--- src/include/sarc_pkg.sv ---
package sarc_pkg;
    // ------------------------------------------------------------
    // register map
    // ------------------------------------------------------------
    localparam logic [7:0] VEL_CFG_ADDR = 8'h3e;
    localparam logic [7:0] RECAL_ADDR   = 8'h3f;
    localparam logic [7:0] VEL_CFG_RST  = 8'hc5;
    localparam logic [7:0] RECAL_RST    = 8'h00;
    localparam int         ACC_EN_BIT   = 7;
    localparam int         MAX_LO       = 4;
    localparam int         WIN_LO       = 2;
    localparam int         SCL_LO       = 0;
    localparam int         NCHAN        = 8;

    // ------------------------------------------------------------
    // timing, all in ms unless named otherwise
    // ------------------------------------------------------------
    localparam int         CLK_PERIOD_NS = 10;
    localparam int         MS_NS         = 1000000;
    localparam int         MS_CYCLES     = MS_NS / CLK_PERIOD_NS;
    localparam logic [9:0] WIN0_MS       = 10'h15e;
    localparam logic [9:0] WIN1_MS       = 10'h230;
    localparam logic [9:0] WIN2_MS       = 10'h302;
    localparam logic [9:0] WIN3_MS       = 10'h3d4;
    localparam logic [6:0] SPEED_WIN_MS  = 7'h64;
    localparam logic [5:0] EXTRA_GAP_MS  = 6'h23;
    localparam logic [7:0] RPT_35_MS     = 8'h23;
    localparam logic [7:0] RPT_70_MS     = 8'h46;
    localparam logic [7:0] RPT_105_MS    = 8'h69;
    localparam logic [7:0] RPT_140_MS    = 8'h8c;

    // ------------------------------------------------------------
    // carriers
    // ------------------------------------------------------------
    typedef struct packed {
        logic       wr;
        logic       rd;
        logic [7:0] addr;
        logic [7:0] wdata;
    } sarc_reg_req_s;

    typedef struct packed {
        logic        done;
        logic [2:0]  chan;
        logic [15:0] value;
    } sarc_cal_res_s;
endpackage : sarc_pkg

--- src/verilog/sarc_top.sv ---
`timescale 1ns/100ps
module sarc_top import sarc_pkg::*; #(
    parameter int MS_CYC = MS_CYCLES
) (
    // clock and reset
    input  wire logic               clk,
    input  wire logic               rst,
    // register port behind the serial bus
    input  wire sarc_reg_req_s      reg_req,
    output logic [7:0]              reg_rdata_q,
    // slider front end
    input  wire logic               slider_touch,
    input  wire logic               sensor_step,
    input  wire logic               grouped_as_buttons_select,
    input  wire logic [7:0]         slider_base_repeat_interval,
    output logic                    extra_irq_q,
    output logic [7:0]              repeat_ms_q,
    // calibration front end
    input  wire sarc_cal_res_s      cal_res,
    output logic [NCHAN-1:0]        recal_q,
    output logic [NCHAN-1:0][15:0]  base_q
);
    // ------------------------------------------------------------
    // helpers
    // ------------------------------------------------------------
    function automatic logic [9:0] win_ms(input logic [1:0] sel);
        unique case (sel)
            2'b00:   win_ms = WIN0_MS;
            2'b01:   win_ms = WIN1_MS;
            2'b10:   win_ms = WIN2_MS;
            default: win_ms = WIN3_MS;
        endcase
    endfunction : win_ms

    // comparisons widened so 3/4 of the window never overflows
    function automatic logic [2:0] extra_n(input logic [2:0] mx,
                                           input logic [9:0] t,
                                           input logic [9:0] w);
        logic [11:0] t2;
        logic [11:0] t4;
        logic [11:0] w3;
        t2 = {1'b0, t, 1'b0};
        t4 = {t, 2'b00};
        w3 = {2'b00, w} + {1'b0, w, 1'b0};
        if (t2 < {2'b00, w})
            extra_n = mx;
        else if (t4 < w3)
            extra_n = mx >> 1;
        else if (t <= w)
            extra_n = {2'b00, mx[2]};
        else
            extra_n = 3'h0;
    endfunction : extra_n

    function automatic logic [7:0] rpt_ms(input logic [2:0] n,
                                          input logic [1:0] sc,
                                          input logic [7:0] base);
        logic [1:0] k;
        k = 2'h0;
        if (n >= 3'h5)
            rpt_ms = RPT_35_MS;
        else if (n <= 3'h1)
            rpt_ms = base;
        else begin
            // slower slide and larger scale push the interval up
            if (n == 3'h4)
                k = (sc == 2'b11) ? 2'h1 : 2'h0;
            else if (n == 3'h3)
                k = (sc == 2'b00) ? 2'h0 : sc - 2'h1;
            else
                k = sc;
            unique case (k)
                2'h0:    rpt_ms = RPT_35_MS;
                2'h1:    rpt_ms = RPT_70_MS;
                2'h2:    rpt_ms = RPT_105_MS;
                default: rpt_ms = RPT_140_MS;
            endcase
        end
    endfunction : rpt_ms

    // ------------------------------------------------------------
    // registers and decode
    // ------------------------------------------------------------
    logic [7:0]        cfg_q;
    logic [7:0]        cfg_d;
    logic [NCHAN-1:0]  recal_d;
    wire logic         wr_cfg    = reg_req.wr && reg_req.addr == VEL_CFG_ADDR;
    wire logic         wr_recal  = reg_req.wr && reg_req.addr == RECAL_ADDR;
    wire logic         acc_en    = cfg_q[ACC_EN_BIT];
    wire logic [2:0]   max_int   = cfg_q[MAX_LO +: 3];
    wire logic [1:0]   win_sel   = cfg_q[WIN_LO +: 2];
    wire logic [1:0]   scale     = cfg_q[SCL_LO +: 2];
    wire logic         slider_md = !grouped_as_buttons_select;
    wire logic [NCHAN-1:0] set_v = wr_recal ? reg_req.wdata : '0;
    wire logic [NCHAN-1:0] clr_v = cal_res.done ? NCHAN'(1) << cal_res.chan : '0;
    wire logic [7:0]   rd_mux    = reg_req.addr == VEL_CFG_ADDR ? cfg_q :
                                   reg_req.addr == RECAL_ADDR ? recal_q : 8'h00;

    // a new request beats the completion of the previous one
    assign cfg_d   = wr_cfg ? reg_req.wdata : cfg_q;
    assign recal_d = (recal_q & ~clr_v) | set_v;

    // register file
    always_ff @(posedge clk) begin
        if (rst) begin
            cfg_q       <= VEL_CFG_RST;
            recal_q     <= RECAL_RST;
            reg_rdata_q <= 8'h00;
        end else begin
            cfg_q       <= cfg_d;
            recal_q     <= recal_d;
            reg_rdata_q <= reg_req.rd ? rd_mux : reg_rdata_q;
        end
    end

    // base counts refreshed only by a finished recalibration
    always_ff @(posedge clk) begin
        if (rst)
            base_q <= '0;
        else if (cal_res.done)
            base_q[cal_res.chan] <= cal_res.value;
    end

    // ------------------------------------------------------------
    // millisecond tick
    // ------------------------------------------------------------
    logic [16:0] div_q;
    wire logic   ms_tick = div_q == 17'(MS_CYC - 1);

    always_ff @(posedge clk) begin
        if (rst || ms_tick)
            div_q <= 17'h0;
        else
            div_q <= div_q + 17'h1;
    end

    // ------------------------------------------------------------
    // slide timing and extra interrupts
    // ------------------------------------------------------------
    logic       touch_q;
    logic [9:0] t_ms_q;
    logic [2:0] left_q;
    logic [5:0] gap_q;
    wire logic  slide_end = touch_q && !slider_touch && slider_md;
    wire logic  t_sat     = &t_ms_q;
    wire logic  gap_done  = ms_tick && gap_q == EXTRA_GAP_MS - 6'h1;
    wire logic  fire      = acc_en && left_q != 3'h0 && gap_done;
    wire logic [2:0] n_new = extra_n(max_int, t_ms_q, win_ms(win_sel));

    // slide time saturates at 1023 ms, just beyond the longest window (980 ms)
    always_ff @(posedge clk) begin
        if (rst) begin
            touch_q <= 1'b0;
            t_ms_q  <= 10'h0;
        end else begin
            touch_q <= slider_touch;
            if (slider_touch && !touch_q)
                t_ms_q <= 10'h0;
            else if (slider_touch && ms_tick && !t_sat)
                t_ms_q <= t_ms_q + 10'h1;
        end
    end

    // extras are spaced one gap apart after release
    always_ff @(posedge clk) begin
        if (rst || !acc_en || !slider_md) begin
            left_q      <= 3'h0;
            gap_q       <= 6'h0;
            extra_irq_q <= 1'b0;
        end else begin
            extra_irq_q <= fire;
            if (slide_end) begin
                left_q <= n_new;
                gap_q  <= 6'h0;
            end else if (left_q != 3'h0 && ms_tick) begin
                gap_q  <= gap_done ? 6'h0 : gap_q + 6'h1;
                left_q <= fire ? left_q - 3'h1 : left_q;
            end
        end
    end

    // ------------------------------------------------------------
    // speed window and repeat interval
    // ------------------------------------------------------------
    logic [6:0] sw_q;
    logic [2:0] steps_q;
    wire logic  sw_end = ms_tick && sw_q == SPEED_WIN_MS - 7'h1;
    wire logic [2:0] steps_n = (steps_q == 3'h5) ? steps_q : steps_q + 3'h1;

    // step count saturates at five; more never changes the answer
    always_ff @(posedge clk) begin
        if (rst) begin
            sw_q        <= 7'h0;
            steps_q     <= 3'h0;
            repeat_ms_q <= RPT_35_MS;
        end else begin
            if (ms_tick)
                sw_q <= sw_end ? 7'h0 : sw_q + 7'h1;
            if (sw_end) begin
                // a step on the closing edge opens the next window, never lost
                steps_q <= {2'b00, sensor_step && slider_md};
                repeat_ms_q <= slider_md ?
                    rpt_ms(steps_q, scale, slider_base_repeat_interval) :
                    slider_base_repeat_interval;
            end else if (sensor_step && slider_md) begin
                steps_q <= steps_n;
            end
        end
    end

    // ------------------------------------------------------------
    // check helpers
    // ------------------------------------------------------------
    logic [3:0] sent_q;
    logic [2:0] lim_q;

    // extras charged to the latest release only; a late one from the
    // previous slide that fires on the release edge is not counted
    always_ff @(posedge clk) begin
        if (rst) begin
            sent_q <= 4'h0;
            lim_q  <= 3'h0;
        end else if (slide_end) begin
            sent_q <= 4'h0;
            lim_q  <= max_int;
        end else if (fire && sent_q != 4'hf) begin
            sent_q <= sent_q + 4'h1;
        end
    end

    // ------------------------------------------------------------
    // checks
    // ------------------------------------------------------------
    chk_accel_gate: assert property (@(posedge clk) disable iff (rst)
        !acc_en |=> !extra_irq_q) else $error("extra irq while disabled");
    chk_extra_cap: assert property (@(posedge clk) disable iff (rst)
        slide_end |=> left_q <= $past(max_int))
        else $error("extra count above limit");
    chk_cfg_reset: assert property (@(posedge clk)
        $past(rst) |-> cfg_q == 8'hc5) else $error("bad config reset");
    chk_fast_slide: assert property (@(posedge clk) disable iff (rst)
        slide_end && acc_en && !wr_cfg && 12'({t_ms_q, 1'b0}) < 12'(win_ms(win_sel))
        |=> left_q == $past(max_int)) else $error("fast slide not full");
    chk_slow_slide: assert property (@(posedge clk) disable iff (rst)
        slide_end && t_ms_q > win_ms(win_sel) |=> left_q == 3'h0)
        else $error("slow slide got extras");
    chk_speed_top: assert property (@(posedge clk) disable iff (rst)
        sw_end && slider_md && steps_q == 3'h5 |=> repeat_ms_q == 8'h23)
        else $error("fast repeat not 35");
    chk_one_sensor: assert property (@(posedge clk) disable iff (rst)
        sw_end && steps_q <= 3'h1 |=> repeat_ms_q == $past(slider_base_repeat_interval))
        else $error("one sensor not base");
    chk_scale_fixed: assert property (@(posedge clk) disable iff (rst)
        sw_end && slider_md && scale == 2'b11 && steps_q == 3'h2 |=> repeat_ms_q == 8'h8c)
        else $error("scale 11 two sensors not 140");
    chk_recal_set: assert property (@(posedge clk) disable iff (rst)
        wr_recal && reg_req.wdata[0] |=> recal_q[0]) else $error("recal not set");
    chk_recal_hold: assert property (@(posedge clk) disable iff (rst)
        recal_q[1] && !(cal_res.done && cal_res.chan == 3'h1) |=> recal_q[1])
        else $error("recal dropped early");
    chk_base_load: assert property (@(posedge clk) disable iff (rst)
        cal_res.done |=> base_q[$past(cal_res.chan)] == $past(cal_res.value))
        else $error("base not updated");
    chk_button_mode: assert property (@(posedge clk) disable iff (rst)
        !slider_md |=> left_q == 3'h0) else $error("extras in button mode");
    chk_extra_total: assert property (@(posedge clk) disable iff (rst)
        sent_q <= {1'b0, lim_q}) else $error("more extras than the limit");
    chk_irq_single: assert property (@(posedge clk) disable iff (rst)
        extra_irq_q |=> !extra_irq_q) else $error("extra irq longer than one cycle");
    chk_cfg_write: assert property (@(posedge clk) disable iff (rst)
        wr_cfg |=> cfg_q == $past(reg_req.wdata)) else $error("config write lost");
    chk_rst_values: assert property (@(posedge clk)
        $past(rst) |-> repeat_ms_q == 8'h23 && recal_q == 8'h00 && !extra_irq_q)
        else $error("bad reset values");
    chk_mid_slide: assert property (@(posedge clk) disable iff (rst)
        slide_end && acc_en && 12'(t_ms_q) * 12'h2 >= 12'(win_ms(win_sel))
        && 12'(t_ms_q) * 12'h4 < 12'(win_ms(win_sel)) * 12'h3
        |=> left_q == $past(max_int) / 3'h2) else $error("mid slide not half");
    chk_late_slide: assert property (@(posedge clk) disable iff (rst)
        slide_end && acc_en && 12'(t_ms_q) * 12'h4 >= 12'(win_ms(win_sel)) * 12'h3
        && t_ms_q <= win_ms(win_sel)
        |=> left_q == ($past(max_int) >= 3'h4 ? 3'h1 : 3'h0))
        else $error("late slide count wrong");
    chk_speed_four: assert property (@(posedge clk) disable iff (rst)
        sw_end && slider_md && steps_q == 3'h4
        |=> repeat_ms_q == ($past(scale) == 2'b11 ? 8'h46 : 8'h23))
        else $error("four sensors wrong interval");
    chk_speed_three: assert property (@(posedge clk) disable iff (rst)
        sw_end && slider_md && steps_q == 3'h3
        |=> repeat_ms_q == ($past(scale) == 2'b11 ? 8'h69 :
                            $past(scale) == 2'b10 ? 8'h46 : 8'h23))
        else $error("three sensors wrong interval");
    chk_speed_two: assert property (@(posedge clk) disable iff (rst)
        sw_end && slider_md && steps_q == 3'h2
        |=> repeat_ms_q == ($past(scale) == 2'b11 ? 8'h8c :
                            $past(scale) == 2'b10 ? 8'h69 :
                            $past(scale) == 2'b01 ? 8'h46 : 8'h23))
        else $error("two sensors wrong interval");
    chk_button_repeat: assert property (@(posedge clk) disable iff (rst)
        sw_end && !slider_md |=> repeat_ms_q == $past(slider_base_repeat_interval))
        else $error("button mode not base interval");
    chk_steps_clear: assert property (@(posedge clk) disable iff (rst)
        sw_end |=> steps_q == {2'b00, $past(sensor_step && slider_md)})
        else $error("speed window not restarted");
    chk_repeat_hold: assert property (@(posedge clk) disable iff (rst)
        !sw_end |=> $stable(repeat_ms_q)) else $error("interval moved mid window");
    chk_group_set: assert property (@(posedge clk) disable iff (rst)
        wr_recal && reg_req.wdata[7] |=> recal_q[7]) else $error("group recal not set");
    chk_recal_clear: assert property (@(posedge clk) disable iff (rst)
        cal_res.done && !(wr_recal && reg_req.wdata[cal_res.chan])
        |=> !recal_q[$past(cal_res.chan)]) else $error("recal bit not cleared");
    chk_zero_write: assert property (@(posedge clk) disable iff (rst)
        wr_recal && !reg_req.wdata[0] && recal_q[0]
        && !(cal_res.done && cal_res.chan == 3'h0)
        |=> recal_q[0]) else $error("zero write aborted recal");
    chk_base_hold: assert property (@(posedge clk) disable iff (rst)
        !cal_res.done |=> $stable(base_q)) else $error("base moved without recal");
endmodule : sarc_top
--- config.mk ---
export PLATFORM = sky130hd
export DESIGN_NAME = sarc_top
export DESIGN_NICKNAME = d
export VERILOG_FILES = /design/src/include/sarc_pkg.sv /design/src/verilog/sarc_top.sv
export SDC_FILE = /design/constraint.sdc
export NUM_CORES = 1
export LEC_CHECK = 0
export BUFFER_PORTS_ARGS = -buffer_cell sky130_fd_sc_hd__buf_4
export CAP_MARGIN = 25
export CORE_MARGIN = 2
export CORE_UTILIZATION = 54
export DETAILED_ROUTE_END_ITERATION = 7
export PLACE_DENSITY = 0.84
export SYNTH_ARGS = -nofsm -noshare
export SYNTH_HDL_FRONTEND = slang
export SYNTH_SLANG_ARGS = --single-unit
--- constraint.sdc ---
create_clock -name clk -period 2.8 [get_ports clk]
set_clock_uncertainty 0.05 [all_clocks]
set_input_delay 0.28 -clock clk [delete_from_list [all_inputs] [get_ports clk]]
set_output_delay 0.28 -clock clk [all_outputs]
set_load 0.01 [all_outputs]
-- Word level (Yosys, flattened, before mapping)
Cells that the tools add are included.
W data, S select, Z words.
- add/sub/neg operators: 8
- $mul: 0
- divide/modulo/power cells: 0
- magnitude comparators: 7
- equality and inequality tests: 14
- shifts and indexed selects: 1
- mux-type cells: 31
- bitwise logic cells: 4
- reductions and logical operators: 36
- operators with widths (operator ; count):
    $bwmux W128 ; 1
    $mux W8 ; 7
    $demux W16 S3 ; 1
    $pmux W10 S3 ; 1
    $pmux W8 S3 ; 1
    $add A17 B1 Y17 const B ; 1
    $eq A17 B17 Y1 const B ; 1
    $eq A8 B6 Y1 const B ; 2
    $mux W16 ; 1
    $mux W2 ; 8
    $logic_and A1 B1 Y1 ; 14
    $add A10 B11 Y12 ; 1
    $lt A12 B12 Y1 ; 1
    $mux W3 ; 4
    $lt A11 B10 Y1 ; 1
    $add A10 B1 Y10 const B ; 1
    $le A10 B10 Y1 ; 1
    $reduce_and A10 Y1 ; 1
    $and A8 B8 Y8 ; 1
    $not A8 Y8 ; 1
    $or A8 B8 Y8 ; 1
    $shl A1 B3 Y8 const A ; 1
    $add A7 B1 Y7 const B ; 1
    $eq A7 B7 Y1 const B ; 1
    25 further kinds ; 47
- flip-flop bits (word level): 208
- bits in latches: 0
- bits in writable memories: 0
- bits in read-only memories: 0
- bits of input ports: 51
- output and inout bits: 153
- logic and storage cells: 122
- memories: 0

-- Logic depth before layout (Yosys ltp)
Gate-level depths: netlist of the first run.
- depth in word-level cells: 13
- gate-level depth with buffers: 12
- depth with buffers taken out: 12

-- Least setup slack after synthesis of the first run
No wires, ideal clock.
- path type: reg-to-reg
- start point: register cfg_q[2]
- end point: register left_q[0]
- setup time: 122 ps
- arrival time: 2242 ps
- required time: 2628 ps
- path slack: 385 ps
- cell stages (with the launch flop): 10
- buffers on the path: 0
- period minus slack after synthesis: 2415 ps
- cells stage by stage: dfxtp_1 inv_1 ha_1 mux2_2 ha_1 and4_1 a32oi_1 and2_1 o211ai_1 a21oi_1
- longest elaborated chain between the ends: 7
- elaborated cells between the ends (all ways): 12
- those cells by class: 1 x add/sub; 3 x order compare; 2 x eq/ne; 5 x mux; 1 x reduce/logical
- RTL lines (item ; line ; RTL):
    start, declared ; sarc_top.sv:84 ; logic [7:0] cfg_q;
    start signal, assigned ; sarc_top.sv:110 ; cfg_q <= cfg_d;
    $eq A2 B2 Y1 (tied with other cells) ; sarc_top.sv:27 ; unique case (sel)
    $pmux W10 S3 * ; sarc_top.sv:27 ;
    $add A10 B11 Y12 / $le A10 B10 Y1 (equally long branches) ; sarc_top.sv:44, sarc_top.sv:49 ;
    $lt A12 B12 Y1 / $mux W1 (equally long branches) ; sarc_top.sv:47, sarc_top.sv:49 ;
    $mux W2 ; sarc_top.sv:47 ; else if (t4 < w3)
    $mux W3 * ; sarc_top.sv:45 ; if (t2 < {2'b00, w})
    $mux W3 * ; sarc_top.sv:172 ; if (slide_end) begin
    end signal, assigned ; sarc_top.sv:173 ; left_q <= n_new;
    end signal, assigned ; sarc_top.sv:177 ; left_q <= fire ? left_q - 3'h1 : left_q;
    end, declared ; sarc_top.sv:142 ; logic [2:0] left_q;
Every way passes the cells marked *; elsewhere a longest branch is shown, timed or not.
A chain may end at the register's enable or synchronous reset.

-- Worst setup path after layout of the first run
- start point: register steps_q[0]
- end point: register repeat_ms_q[1]
- longest elaborated chain between the ends: 12
- elaborated cells between the ends (all ways): 17
- those cells by class: 2 x order compare; 4 x eq/ne; 10 x mux; 1 x reduce/logical
- RTL lines (item ; line ; RTL):
    start, declared ; sarc_top.sv:186 ; logic [2:0] steps_q;
    start signal, assigned ; sarc_top.sv:201 ; steps_q <= {2'b00, sensor_step && slider_md};
    start signal, assigned ; sarc_top.sv:206 ; steps_q <= steps_n;
    $eq A3 B2 Y1 ; sarc_top.sv:68 ; else if (n == 3'h3)
    $mux W2 ; sarc_top.sv:68 ;
    $mux W2 ; sarc_top.sv:66 ; if (n == 3'h4)
    $mux W2 ; sarc_top.sv:62 ; else if (n <= 3'h1)
    $mux W2 ; sarc_top.sv:60 ; if (n >= 3'h5)
    $mux W2 ; sarc_top.sv:199 ; if (sw_end) begin
    $mux W2 ; sarc_top.sv:192 ; if (rst) begin
    $eq A2 B2 Y1 (tied with other cells) ; sarc_top.sv:72 ; unique case (k)
    $pmux W8 S3 ; sarc_top.sv:72 ;
    $mux W8 ; sarc_top.sv:62 ;
    $mux W8 * ; sarc_top.sv:60 ;
    $mux W8 * ; sarc_top.sv:202 ; repeat_ms_q <= slider_md ?
    end signal, assigned ; sarc_top.sv:202 ;
    end, declared ; sarc_top.sv:17 ; output logic [7:0] repeat_ms_q,
Every way passes the cells marked *; elsewhere a longest branch is shown, timed or not. The select of a mux whose other input is x is not followed.

==> results.json, run 1 <==
{
  "postSynthCellCount": 1121,
  "synth-async-reset-ratio_pct": 0,
  "cp_data_arrival_time_ps": 2990,
  "grtUsageMet1_pct": 36.2,
  "fin_setup_tns_ps": 0,
  "most-common-layout-cells": "nand2_1 (313), buf_4 (220), dfxtp_1 (208), a21oi_1 (153), nor2_1 (73)",
  "crit_start": "steps_q[0]",
  "synth_enable_flop_cells": 0,
  "vdd_ir_drop_max_mv": 0.587,
  "avgViaCountPerCell": 5.54,
  "grt_antenna_before_repair": 0,
  "hold_viol_final": 0,
  "crit_path_max_fanout": 6,
  "num_antenna_cells": 0,
  "post_cts_buffers": 0,
  "worstSetupPathType": "reg2reg",
  "final_util_pct": 70.1,
  "synth_area_per_cell_sq_um": 8.09,
  "synth_nets": 1220,
  "worst_pin_slew_ps": 790,
  "slew_headroom_pct": 47.2,
  "grt_pass1_vias": 8027,
  "syn_to_final_growth_pct": 27.8,
  "cellLeakagePower_uw": 0.00472,
  "ant_nets": 0,
  "final_common_cell": "nand2_1",
  "drt_wl_total_microns": 26400,
  "num_vias": 8544,
  "hp-start": "slider_touch",
  "cts-root-buf": "clkbuf_16",
  "endpoint_kind": "flop",
  "ys_seq_elements": 208,
  "clkSlewWorstSetupHoldPaths_ps": 60,
  "fillers": 1294,
  "die-width_microns": 134,
  "rows": 47,
  "firstDrtPassIters": 5,
  "fin_nets": 1404,
  "cts_sinks": 208,
  "cts_tree": "done",
  "first_iter_violations": 516,
  "power.total_uw": 6510,
  "layout_worst_path_cycle_share_pct": 93.9,
  "grtUsageTotal_pct": 28.9,
  "yosys_warnings": 0,
  "maxSlewViolCount": 0,
  "place_hpwl_microns": 18300,
  "cts_buffers": 23,
  "cts_htree_levels": 1,
  "maxCapViolations": 0,
  "rsz0062_at_grt": "no",
  "clockBufferDepth": 3,
  "setup_viol": 0,
  "crit_required_ps": 3160,
  "post-route-drc-count": 0,
  "die_h_microns": 134,
  "port_buffers": 203,
  "use_met3_pct": 8.26,
  "grt_use_met2_pct": 48.7,
  "drive_above_1_share_pct": 20.8,
  "grt_pass1_wl_microns": 41600,
  "ys_seq_area_share_pct": 45.9,
  "outcome": "completed",
  "reg2reg_from": "steps_q[0]",
  "whs_ps": 7.39,
  "ioPinCount": 204,
  "gp_congestion": 0.843,
  "grt_overflow": 0,
  "grt.busiest_layer": "met2",
  "instances_no_fill": 1542,
  "detail_route.wl_per_cell_microns": 17.1,
  "min_path_type": "in2reg",
  "grt_max_degree": 70,
  "initial_core_util_pct": 54.9,
  "syn_area_sq_mm": 0.00907,
  "min_period_ps": 2630,
  "synthFlopType": "dfxtp_1",
  "ys_types": 54,
  "core_area_sq_mm": 0.0165,
  "die_area_sq_mm": 0.0179,
  "fmaxAchievable_ghz": 0.380,
  "clk_latency_ps": 510,
  "powerDensity_mw_per_mm2": 561,
  "critPathLaunchType": "flop",
  "dp.cells": 1491
}
[repair_timing]
action | 4_1_cts | 5_1_grt
hold buffers | 9 | 0
resized for setup | 0 | 1
hold endpoints to repair | 14 | 0
endpoints found under the setup margin | 0 | 1
[path summary, 6_finish.rpt]
check	end	slack, ps	cells after the start
setup / recovery	repeat_ms_q[1]	170	12
hold / removal	touch_q	7	2
setup reg to reg	repeat_ms_q[1]	170	12
hold reg to reg	div_q[0]	400	1
[stage by stage]
stage / instance area [sq um] / setup WS [ps]
after CTS: 11600 / 82.1
after detailed placement: 10700 / 126
after floorplan: 9070 / 385
after global placement: 10700 / 283
final: 11600 / 171
after global routing: 11600 / 68.8
[layer usage]
| metal | routed length, microns | part of all wire (%) |
|---|---|---|
| met1 | 10600 | 40 |
| met2 | 12700 | 48 |
| met3 | 2460 | 9.3 |
| met4 | 602 | 2.3 |
| met5 | 0 | 0 |
[critical path, cell delays in order (launching register included)]
cell	delay, ps
dfxtp_1	360
inv_1	100
ha_1	170
nand2_1	100
or2_2	300
a32oi_2	300
inv_1	120
ha_1	230
nor2_1	100
nand2_1	60
a221oi_1	300
nor2_1	70
a211o_1	260
[cells by family (layout without fill, tap and decap cells)]
group | Yosys count | in the layout | share of synthesized area [%]
compound gates | 219 | 219 | 14.1
xor+xnor | 38 | 38 | 3.67
fa+ha+maj | 48 | 48 | 6.62
buf+inv | 98 | 299 | 4.36
flops | 208 | 208 | 45.9
mux | 7 | 7 | 0.786
simple gates | 503 | 503 | 24.6
[power breakdown]
group | switching, uW | total (uW) | internal [uW]
Sequential | 31.3 | 3040 | 3010
Clock | 1200 | 3030 | 1830
Combinational | 260 | 433 | 174
[Yosys cell counts (all sizes together) (2+ instances only)]
cell type  number  area share [%]
o21ba           2            0.22
or3             3            0.21
nor4b           3            0.46
nor4            5            0.84
a32oi           2            0.19
a211oi         10            0.83
or2             2            0.14
buf            17            0.86
nand3b          5            0.41
xnor2          16             1.5
a22oi          19             1.6
and4            3            0.29
mux2i           6            0.66
a21o            4            0.33
nor2b          15             1.0
and3           11            0.76
inv            27             1.1
o21a            3            0.25
nand3          24             1.3
nand2         313              13
o2111ai         2            0.19
ha             48             6.6
o211ai          2            0.17
and2            6            0.41
o31ai           2            0.17
o21ai           7            0.39
xor2           22             2.1
a2111o          2            0.25
clkbuf         54             2.4
nand4          12            0.90
dfxtp         208              46
nand2b          5            0.34
a21oi         153             8.4
nor2           74             3.1
a211o           4            0.39
a311oi          2            0.19
nor3           19             1.2
[sequential cells by signal (all words and copies together), names as in the netlist, 3 cells and up]
| register | flops |
|---|---|
| sw_q | 7 |
| steps_q | 3 |
| div_q | 17 |
| base_q | 128 |
| cfg_q | 8 |
| reg_rdata_q | 8 |
| t_ms_q | 10 |
| gap_q | 6 |
| recal_q | 8 |
| repeat_ms_q | 8 |
| left_q | 3 |
[cell type report]
class                           count  area [sq um]  share of cell area [%]
Multi-Input combinational cell    815          4520                    39.0
Sequential cell                   208          4160                    35.9
Timing Repair Buffer              230          1760                    15.2
Clock buffer                       32           659                    5.69
Tap cell                          220           275                    2.38
Clock inverter                     10           104                   0.896
Inverter                           27           101                   0.874
Note: power is estimated with default switching activity, not from simulation.
==> run 2: changes to the inputs <==
==> config.mk (replaced) <==
export PLATFORM = sky130hd
export DESIGN_NAME = sarc_top
export DESIGN_NICKNAME = d
export VERILOG_FILES = /design/src/include/sarc_pkg.sv /design/src/verilog/sarc_top.sv
export SDC_FILE = /design/constraint.sdc
export NUM_CORES = 1
export LEC_CHECK = 0
export ABC_AREA = 1
export BUFFER_PORTS_ARGS = -buffer_cell sky130_fd_sc_hd__buf_2
export CAP_MARGIN = 25
export CORE_MARGIN = 2
export CORE_UTILIZATION = 55
export DETAILED_ROUTE_END_ITERATION = 7
export PLACE_DENSITY = 0.85
export SYNTH_ARGS = -nofsm -noshare
export SYNTH_HDL_FRONTEND = slang
export SYNTH_SLANG_ARGS = --single-unit
==> run 2 against run 1 <==
  * Fmax grew 4.6%
  * Clock-buffer cell count fell by 5
  * Register-to-register slack better by 120 ps
  * Core utilization is 2.1 points lower
  * Wire length is 1.6% higher
  * Clock power shrank 6%
  * Setup slack improved by 120 ps
  * Sequential cell count is the same
  * Cell area is 2.3% lower
==> results.json, run 2 <==
{
  "synth-async-reset-ratio_pct": 0,
  "ys_seq_area_share_pct": 44.5,
  "avgViaCountPerCell": 5.49,
  "fin_setup_tns_ps": 0,
  "yosys-top-cells-count": "nor2_1 (328), dfxtp_1 (208), o21ai_0 (161)",
  "worst_pin_slew_ps": 684,
  "fmaxAchievable_ghz": 0.398,
  "setup_viol": 0,
  "final_common_cell": "nor2_1",
  "powerDensity_mw_per_mm2": 563,
  "multiInputGateArea_sq_mm": 0.00456,
  "slew_headroom_pct": 54.1,
  "fillers": 1350,
  "maxSlewViolCount": 0,
  "worstSetupPathType": "reg2reg",
  "detail_route.wl_per_cell_microns": 15.8,
  "min_path_type": "in2reg",
  "syn_area_sq_mm": 0.00936,
  "regMostFlops": "base_q",
  "outcome": "completed",
  "grt_max_degree": 118,
  "layout_worst_path_cycle_share_pct": 89.7,
  "grtUsageTotal_pct": 29.0,
  "drt_wl_total_microns": 26800,
  "power.total_uw": 6380,
  "crit_path_max_incr_delay_ps": 460,
  "fin_nets": 1554,
  "cts-root-buf": "clkbuf_16",
  "swShare_pct": 24.2,
  "ioPinCount": 204,
  "rrSetupSlack_ps": 290,
  "port_buffers": 203,
  "cellLeakagePower_uw": 0.00544,
  "power.switching_uw": 1550,
  "min_period_ps": 2510,
  "yosys_warnings": 0,
  "num_antenna_cells": 0,
  "synth_enable_flop_cells": 0,
  "clkSlewWorstSetupHoldPaths_ps": 60,
  "ant_nets": 0,
  "die-width_microns": 134,
  "yosysTopAreaCellShare_pct": 44.5,
  "ys_types": 42,
  "synth_top_cell_by_area": "dfxtp_1",
  "synth_nets": 1363,
  "synth_area_per_cell_sq_um": 7.41,
  "regArea_sq_mm": 0.00416,
  "ys_seq_elements": 208,
  "power_frac_comb_pct": 6.9,
  "num_vias": 9287,
  "hold_viol_final": 0,
  "rows": 47,
  "synth_area_leaders": "dfxtp_1 (44%), nor2_1 (13%), o21ai_0 (8.6%)",
  "first_iter_violations": 826,
  "post-route-drc-count": 0,
  "worstRegToRegCells": 15,
  "drive_above_1_share_pct": 20.3,
  "cts_sinks": 208,
  "slowest_stage": "dfxtp_1",
  "vdd_ir_drop_max_mv": 0.452,
  "crit_required_ps": 3180,
  "cts_tree": "done",
  "place_hpwl_microns": 18700,
  "core_area_sq_mm": 0.0166,
  "grt_pass1_wl_microns": 42900,
  "largest_reg_flops": 128,
  "firstDrtPassIters": 5,
  "die_h_microns": 134,
  "gp_congestion": 0.861,
  "synthFlopType": "dfxtp_1",
  "grt_overflow": 0,
  "intPower_uw": 4830,
  "clockBufferDepth": 3,
  "cp_data_arrival_time_ps": 2890,
  "yosysMostFrequentCell": "nor2_1",
  "initial_core_util_pct": 56.3,
  "grt_pass1_vias": 8728,
  "die_area_sq_mm": 0.0181,
  "crit_chain": "inv_2, ha_4, o21ai_0, o21a_1, ha_1, nand2_1, nor2_1, and2_1, nand2_1, nand3_1, and2_1, nand2_1, nand2_1, nand2_1, a21oi_1",
  "largestRegisters": "base_q: 128 flops, div_q: 17 flops, t_ms_q: 10 flops",
  "grt_antenna_before_repair": 0,
  "syn_to_final_growth_pct": 21.0,
  "cts_htree_levels": 1,
  "cts_buffers": 22,
  "clk_latency_ps": 510,
  "endpoint_kind": "flop",
  "pwr-share-seq_pct": 48.2,
  "rsz0062_at_grt": "no",
  "maxCapViolations": 0,
  "path_common_cell": "nand2_1",
  "clkPwrFrac_pct": 44.9,
  "crit_path_max_fanout": 8,
  "critPathLaunchType": "flop",
  "min_path_cells": 3,
  "postSynthCellCount": 1264,
  "most-common-layout-cells": "nor2_1 (328), dfxtp_1 (208), buf_2 (203), o21ai_0 (160), nand2_1 (126)"
}
[run 2: changes by cell type in the layout (fill, tap and decap cells not counted), moves of 13 or more]
| cell | delta |
|---|---|
| inv_1 | +60 |
| nand2_1 | -187 |
| buf_4 | -209 |
| nor2b_1 | -15 |
| nand3_1 | +29 |
| buf_2 | +203 |
| o21ai_0 | +153 |
| inv_2 | +13 |
| nor2_1 | +255 |
| a21oi_1 | -92 |
| a22oi_1 | -19 |
[run 2: logic make-up after synthesis]
family	after synthesis	share of synthesized area, %
fa+ha+maj	48	6.41
compound gates	241	13.4
simple gates	583	27.1
buf+inv	166	6.95
flops	208	44.5
xor+xnor	18	1.68
[run 2: final cells by class]
class	count	share of cell area (%)
Clock buffer	27	5.03
Clock inverter	13	1.19
Inverter	109	3.62
Multi-Input combinational cell	890	40.3
Sequential cell	208	36.8
Tap cell	220	2.43
Timing Repair Buffer	224	10.7
[run 2: critical path, delay by kind of cell, from the launching register on]
| family | cells | cell delay (ps) |
|---|---|---|
| adder cells (fa/ha/maj) | 2 | 640 |
| buffers and inverters | 1 | 160 |
| AND/OR/NAND/NOR | 9 | 770 |
| AO/OA/AOI/OAI | 3 | 360 |
| flip-flops | 1 | 460 |
[run 2: metrics by stage]
step           cells  cell area (sq um)  hold slack, ps  setup WS (ps)  utilization [%]
2_1_floorplan   1264               9360             356            477                -
3_3_place_gp    1642              10500             380            295             63.2
3_5_place_dp    1642              10500             388           95.6             63.2
4_1_cts         1690              11300           0.280           84.2             67.9
5_1_grt         1691              11300            18.9           92.3             68.1
6_report        1691              11300            11.3            287             68.1
[run 2: power groups by stage]
| stage | logic, uW | clock network [uW] | registers [uW] |
|---|---|---|---|
| 2_1_floorplan | 201 | 0 | 3170 |
| 4_1_cts | 432 | 2880 | 3070 |
| 3_5_place_dp | 420 | 0 | 3140 |
| 5_1_grt | 480 | 3000 | 3080 |
| 3_3_place_gp | 411 | 0 | 3140 |
| 6_report | 438 | 2860 | 3080 |
[run 2: worst paths after layout]
path | startpoint | to
max reg2reg | cfg_q[2] | left_q[0]
min | slider_base_repeat_interval[5] | repeat_ms_q[5]
max | cfg_q[2] | left_q[0]
min reg2reg | div_q[0] | div_q[0]
[run 2: repair_timing]
item                                    CTS  global route
hold endpoints to repair                 10             1
resized for setup                         0             5
endpoints found under the setup margin    0             2
setup buffers                             0             0
hold buffers                              8             1
[run 2: layer usage]
| metal | vias up | GRT usage, % | wire length [microns] | share of wire [%] |
|---|---|---|---|---|
| met5 | - | 0 | 0 | 0 |
| met4 | 0 | 13.7 | 1220 | 4.5 |
| met3 | 82 | 5.67 | 2310 | 8.6 |
| met2 | 428 | 47.8 | 12400 | 46 |
| met1 | 4286 | 36.8 | 10900 | 41 |
| li1 | 4491 | - | - | - |
==> run 3: changes to the inputs <==
--- a/config.mk
+++ b/config.mk
@@ -11,7 +11,10 @@
 export CORE_MARGIN = 2
 export CORE_UTILIZATION = 55
 export DETAILED_ROUTE_END_ITERATION = 7
+export HOLD_SLACK_MARGIN = 0.03
 export PLACE_DENSITY = 0.85
+export REMOVE_ABC_BUFFERS = 1
+export SETUP_SLACK_MARGIN = 0.5
 export SYNTH_ARGS = -nofsm -noshare
 export SYNTH_HDL_FRONTEND = slang
 export SYNTH_SLANG_ARGS = --single-unit
==> run 3 against run 2 <==
  * Critical path depth fell by 1
  * Fmax rose by 16%
  * Die area did not move
  * Setup slack better by 350 ps
  * Clock power decreased by 2%
  * Worst hold slack improved by 39 ps
  * Sequential power is essentially flat
  * Critical endpoint is now left_q[1]
==> results.json, run 3 (same netlist as run 2, synthesis figures left out) <==
{
  "outcome": "completed",
  "initial_core_util_pct": 56.3,
  "worstSetupPathType": "reg2reg",
  "clockBufferDepth": 3,
  "fmaxAchievable_ghz": 0.463,
  "crit_start": "cfg_q[2]",
  "cts_buffers": 22,
  "worstRegToRegCells": 14,
  "most-common-layout-cells": "nor2_1 (327), dfxtp_1 (206), buf_2 (203), o21ai_0 (159), nand2_1 (125)",
  "clkSlewWorstSetupHoldPaths_ps": 60,
  "timing.rr.end": "left_q[1]",
  "cts_tree": "done",
  "cts_htree_levels": 1,
  "slew_headroom_pct": 48.3,
  "crit_path_end": "left_q[1]",
  "drive_above_1_share_pct": 21.7,
  "largestRegisters": "base_q: 128 flops, div_q: 17 flops, t_ms_q: 10 flops",
  "layout_worst_path_cycle_share_pct": 77.1,
  "port_buffers": 203,
  "grt_pass1_vias": 8471,
  "min_period_ps": 2160,
  "first_iter_violations": 956,
  "rsz0062_at_grt": "no",
  "rrSetupSlack_ps": 640,
  "vdd_ir_drop_max_mv": 0.441,
  "ant_nets": 0,
  "num_vias": 9178,
  "grt_overflow": 0,
  "ioPinCount": 204,
  "clk_latency_ps": 510,
  "drt_wl_total_microns": 27100,
  "regMostFlops": "base_q",
  "powerDensity_mw_per_mm2": 552,
  "grt_antenna_before_repair": 0,
  "die_h_microns": 134,
  "grtUsageTotal_pct": 28.9,
  "fin_nets": 1561,
  "gp_congestion": 0.923,
  "cellLeakagePower_uw": 0.00549,
  "core_area_sq_mm": 0.0166,
  "final_area_sq_mm": 0.0115,
  "num_antenna_cells": 0,
  "die_area_sq_mm": 0.0181,
  "hold_viol_final": 0,
  "die-width_microns": 134,
  "crit_required_ps": 3150,
  "crit_path_max_fanout": 8,
  "whs_ps": 50.3,
  "final_util_pct": 68.9,
  "post-route-drc-count": 0,
  "placedInstanceArea_sq_mm": 0.0105,
  "grt_pass1_wl_microns": 42500,
  "maxCapViolations": 0,
  "grt_max_degree": 102,
  "syn_to_final_growth_pct": 22.4,
  "cp_data_arrival_time_ps": 2510,
  "avgViaCountPerCell": 5.41,
  "final_common_cell": "nor2_1",
  "min_path_type": "in2reg",
  "firstDrtPassIters": 5,
  "critPathLaunchType": "flop",
  "maxSlewViolCount": 0,
  "rows": 47,
  "worst_pin_slew_ps": 771,
  "detail_route.wl_per_cell_microns": 15.9,
  "largest_reg_flops": 128,
  "cts-root-buf": "clkbuf_16",
  "reg2reg_from": "cfg_q[2]",
  "endpoint_kind": "flop",
  "cts_sinks": 208,
  "place_hpwl_microns": 18900,
  "setup_viol": 0,
  "fin_setup_tns_ps": 0
}
==> run 3: cell count changes in the layout (fill, tap and decap cells not counted), moves of 2 or more <==
cell | previous run | this run
clkbuf_8 | 0 | 4
clkbuf_1 | 5 | 1
dfxtp_1 | 208 | 206
ha_4 | 1 | 3
o21ai_2 | 0 | 2
dfxtp_4 | 0 | 2
xnor2_1 | 5 | 3
xnor2_2 | 0 | 2
buf_4 | 11 | 16
inv_4 | 0 | 2
dlygate4sd3_1 | 9 | 11
bufinv_16 | 2 | 0
==> run 3: critical path, stage by stage (launching register included) <==
cell	delay [ps]
dfxtp_4	360
inv_4	130
ha_4	230
buf_4	160
ha_1	290
nand2_1	90
nor2_1	40
nand3_1	90
nor2_1	40
nor2_1	160
nand2_1	120
nand2_1	80
nand3_1	60
nand2_1	100
a21oi_2	50
==> run 3: power by group <==
part / internal [uW] / switching, uW / total (uW) / leakage (uW)
combinational: 151 / 296 / 447 / 0.00345
clock: 1570 / 1240 / 2810 / 0.000345
sequential: 3030 / 39.5 / 3070 / 0.00169
==> run 3: cell type report <==
class,instances,area [sq um]
flip-flops and latches,208,4170
repair buffers,231,1270
inverters,109,415
multi-input cells,890,4630
well taps,220,275
clock inverters,13,95.1
fillers,1351,5180
clock buffers,27,609
==> run 3: worst min-delay path by stage <==
stage / from / endpoint / slack (ps) / cells after the start
2_1_floorplan: rst / cfg_q[5] / 300 / 1
3_3_place_gp: div_q[0] / div_q[0] / 380 / 1
3_5_place_dp: div_q[0] / div_q[0] / 410 / 1
4_1_cts: reg_req[4] / recal_q[4] / 30 / 3
5_1_grt: reg_req[4] / recal_q[4] / 30 / 3
6_report: reg_req[4] / recal_q[4] / 50 / 3
==> run 3: metal layers <==
metal	part of all wire [%]	vias up	global-route usage, %
met5	0	-	0
met4	3.6	0	11.8
met3	7.8	73	5.44
met2	46	389	47.3
met1	42	4214	37.8
li1	-	4502	-
==> run 3: per-stage QoR <==
step | instances | total power, uW | worst slack (ps)
after floorplan | 1207 | 3330 | 304
after global placement | 1645 | 3550 | 288
after detailed placement | 1645 | 3560 | 167
after CTS | 1696 | 6340 | 509
after global routing | 1698 | 6530 | 475
final | 1698 | 6330 | 642
==> run 3: timing repair <==
action                                  CTS  global route
gates resized for setup                   8            16
setup buffers                             0             2
gates cloned                              0             0
pin swaps                                 0             3
hold buffers                             11             0
endpoints found under the setup margin    3             8
hold endpoints to repair                 15             0
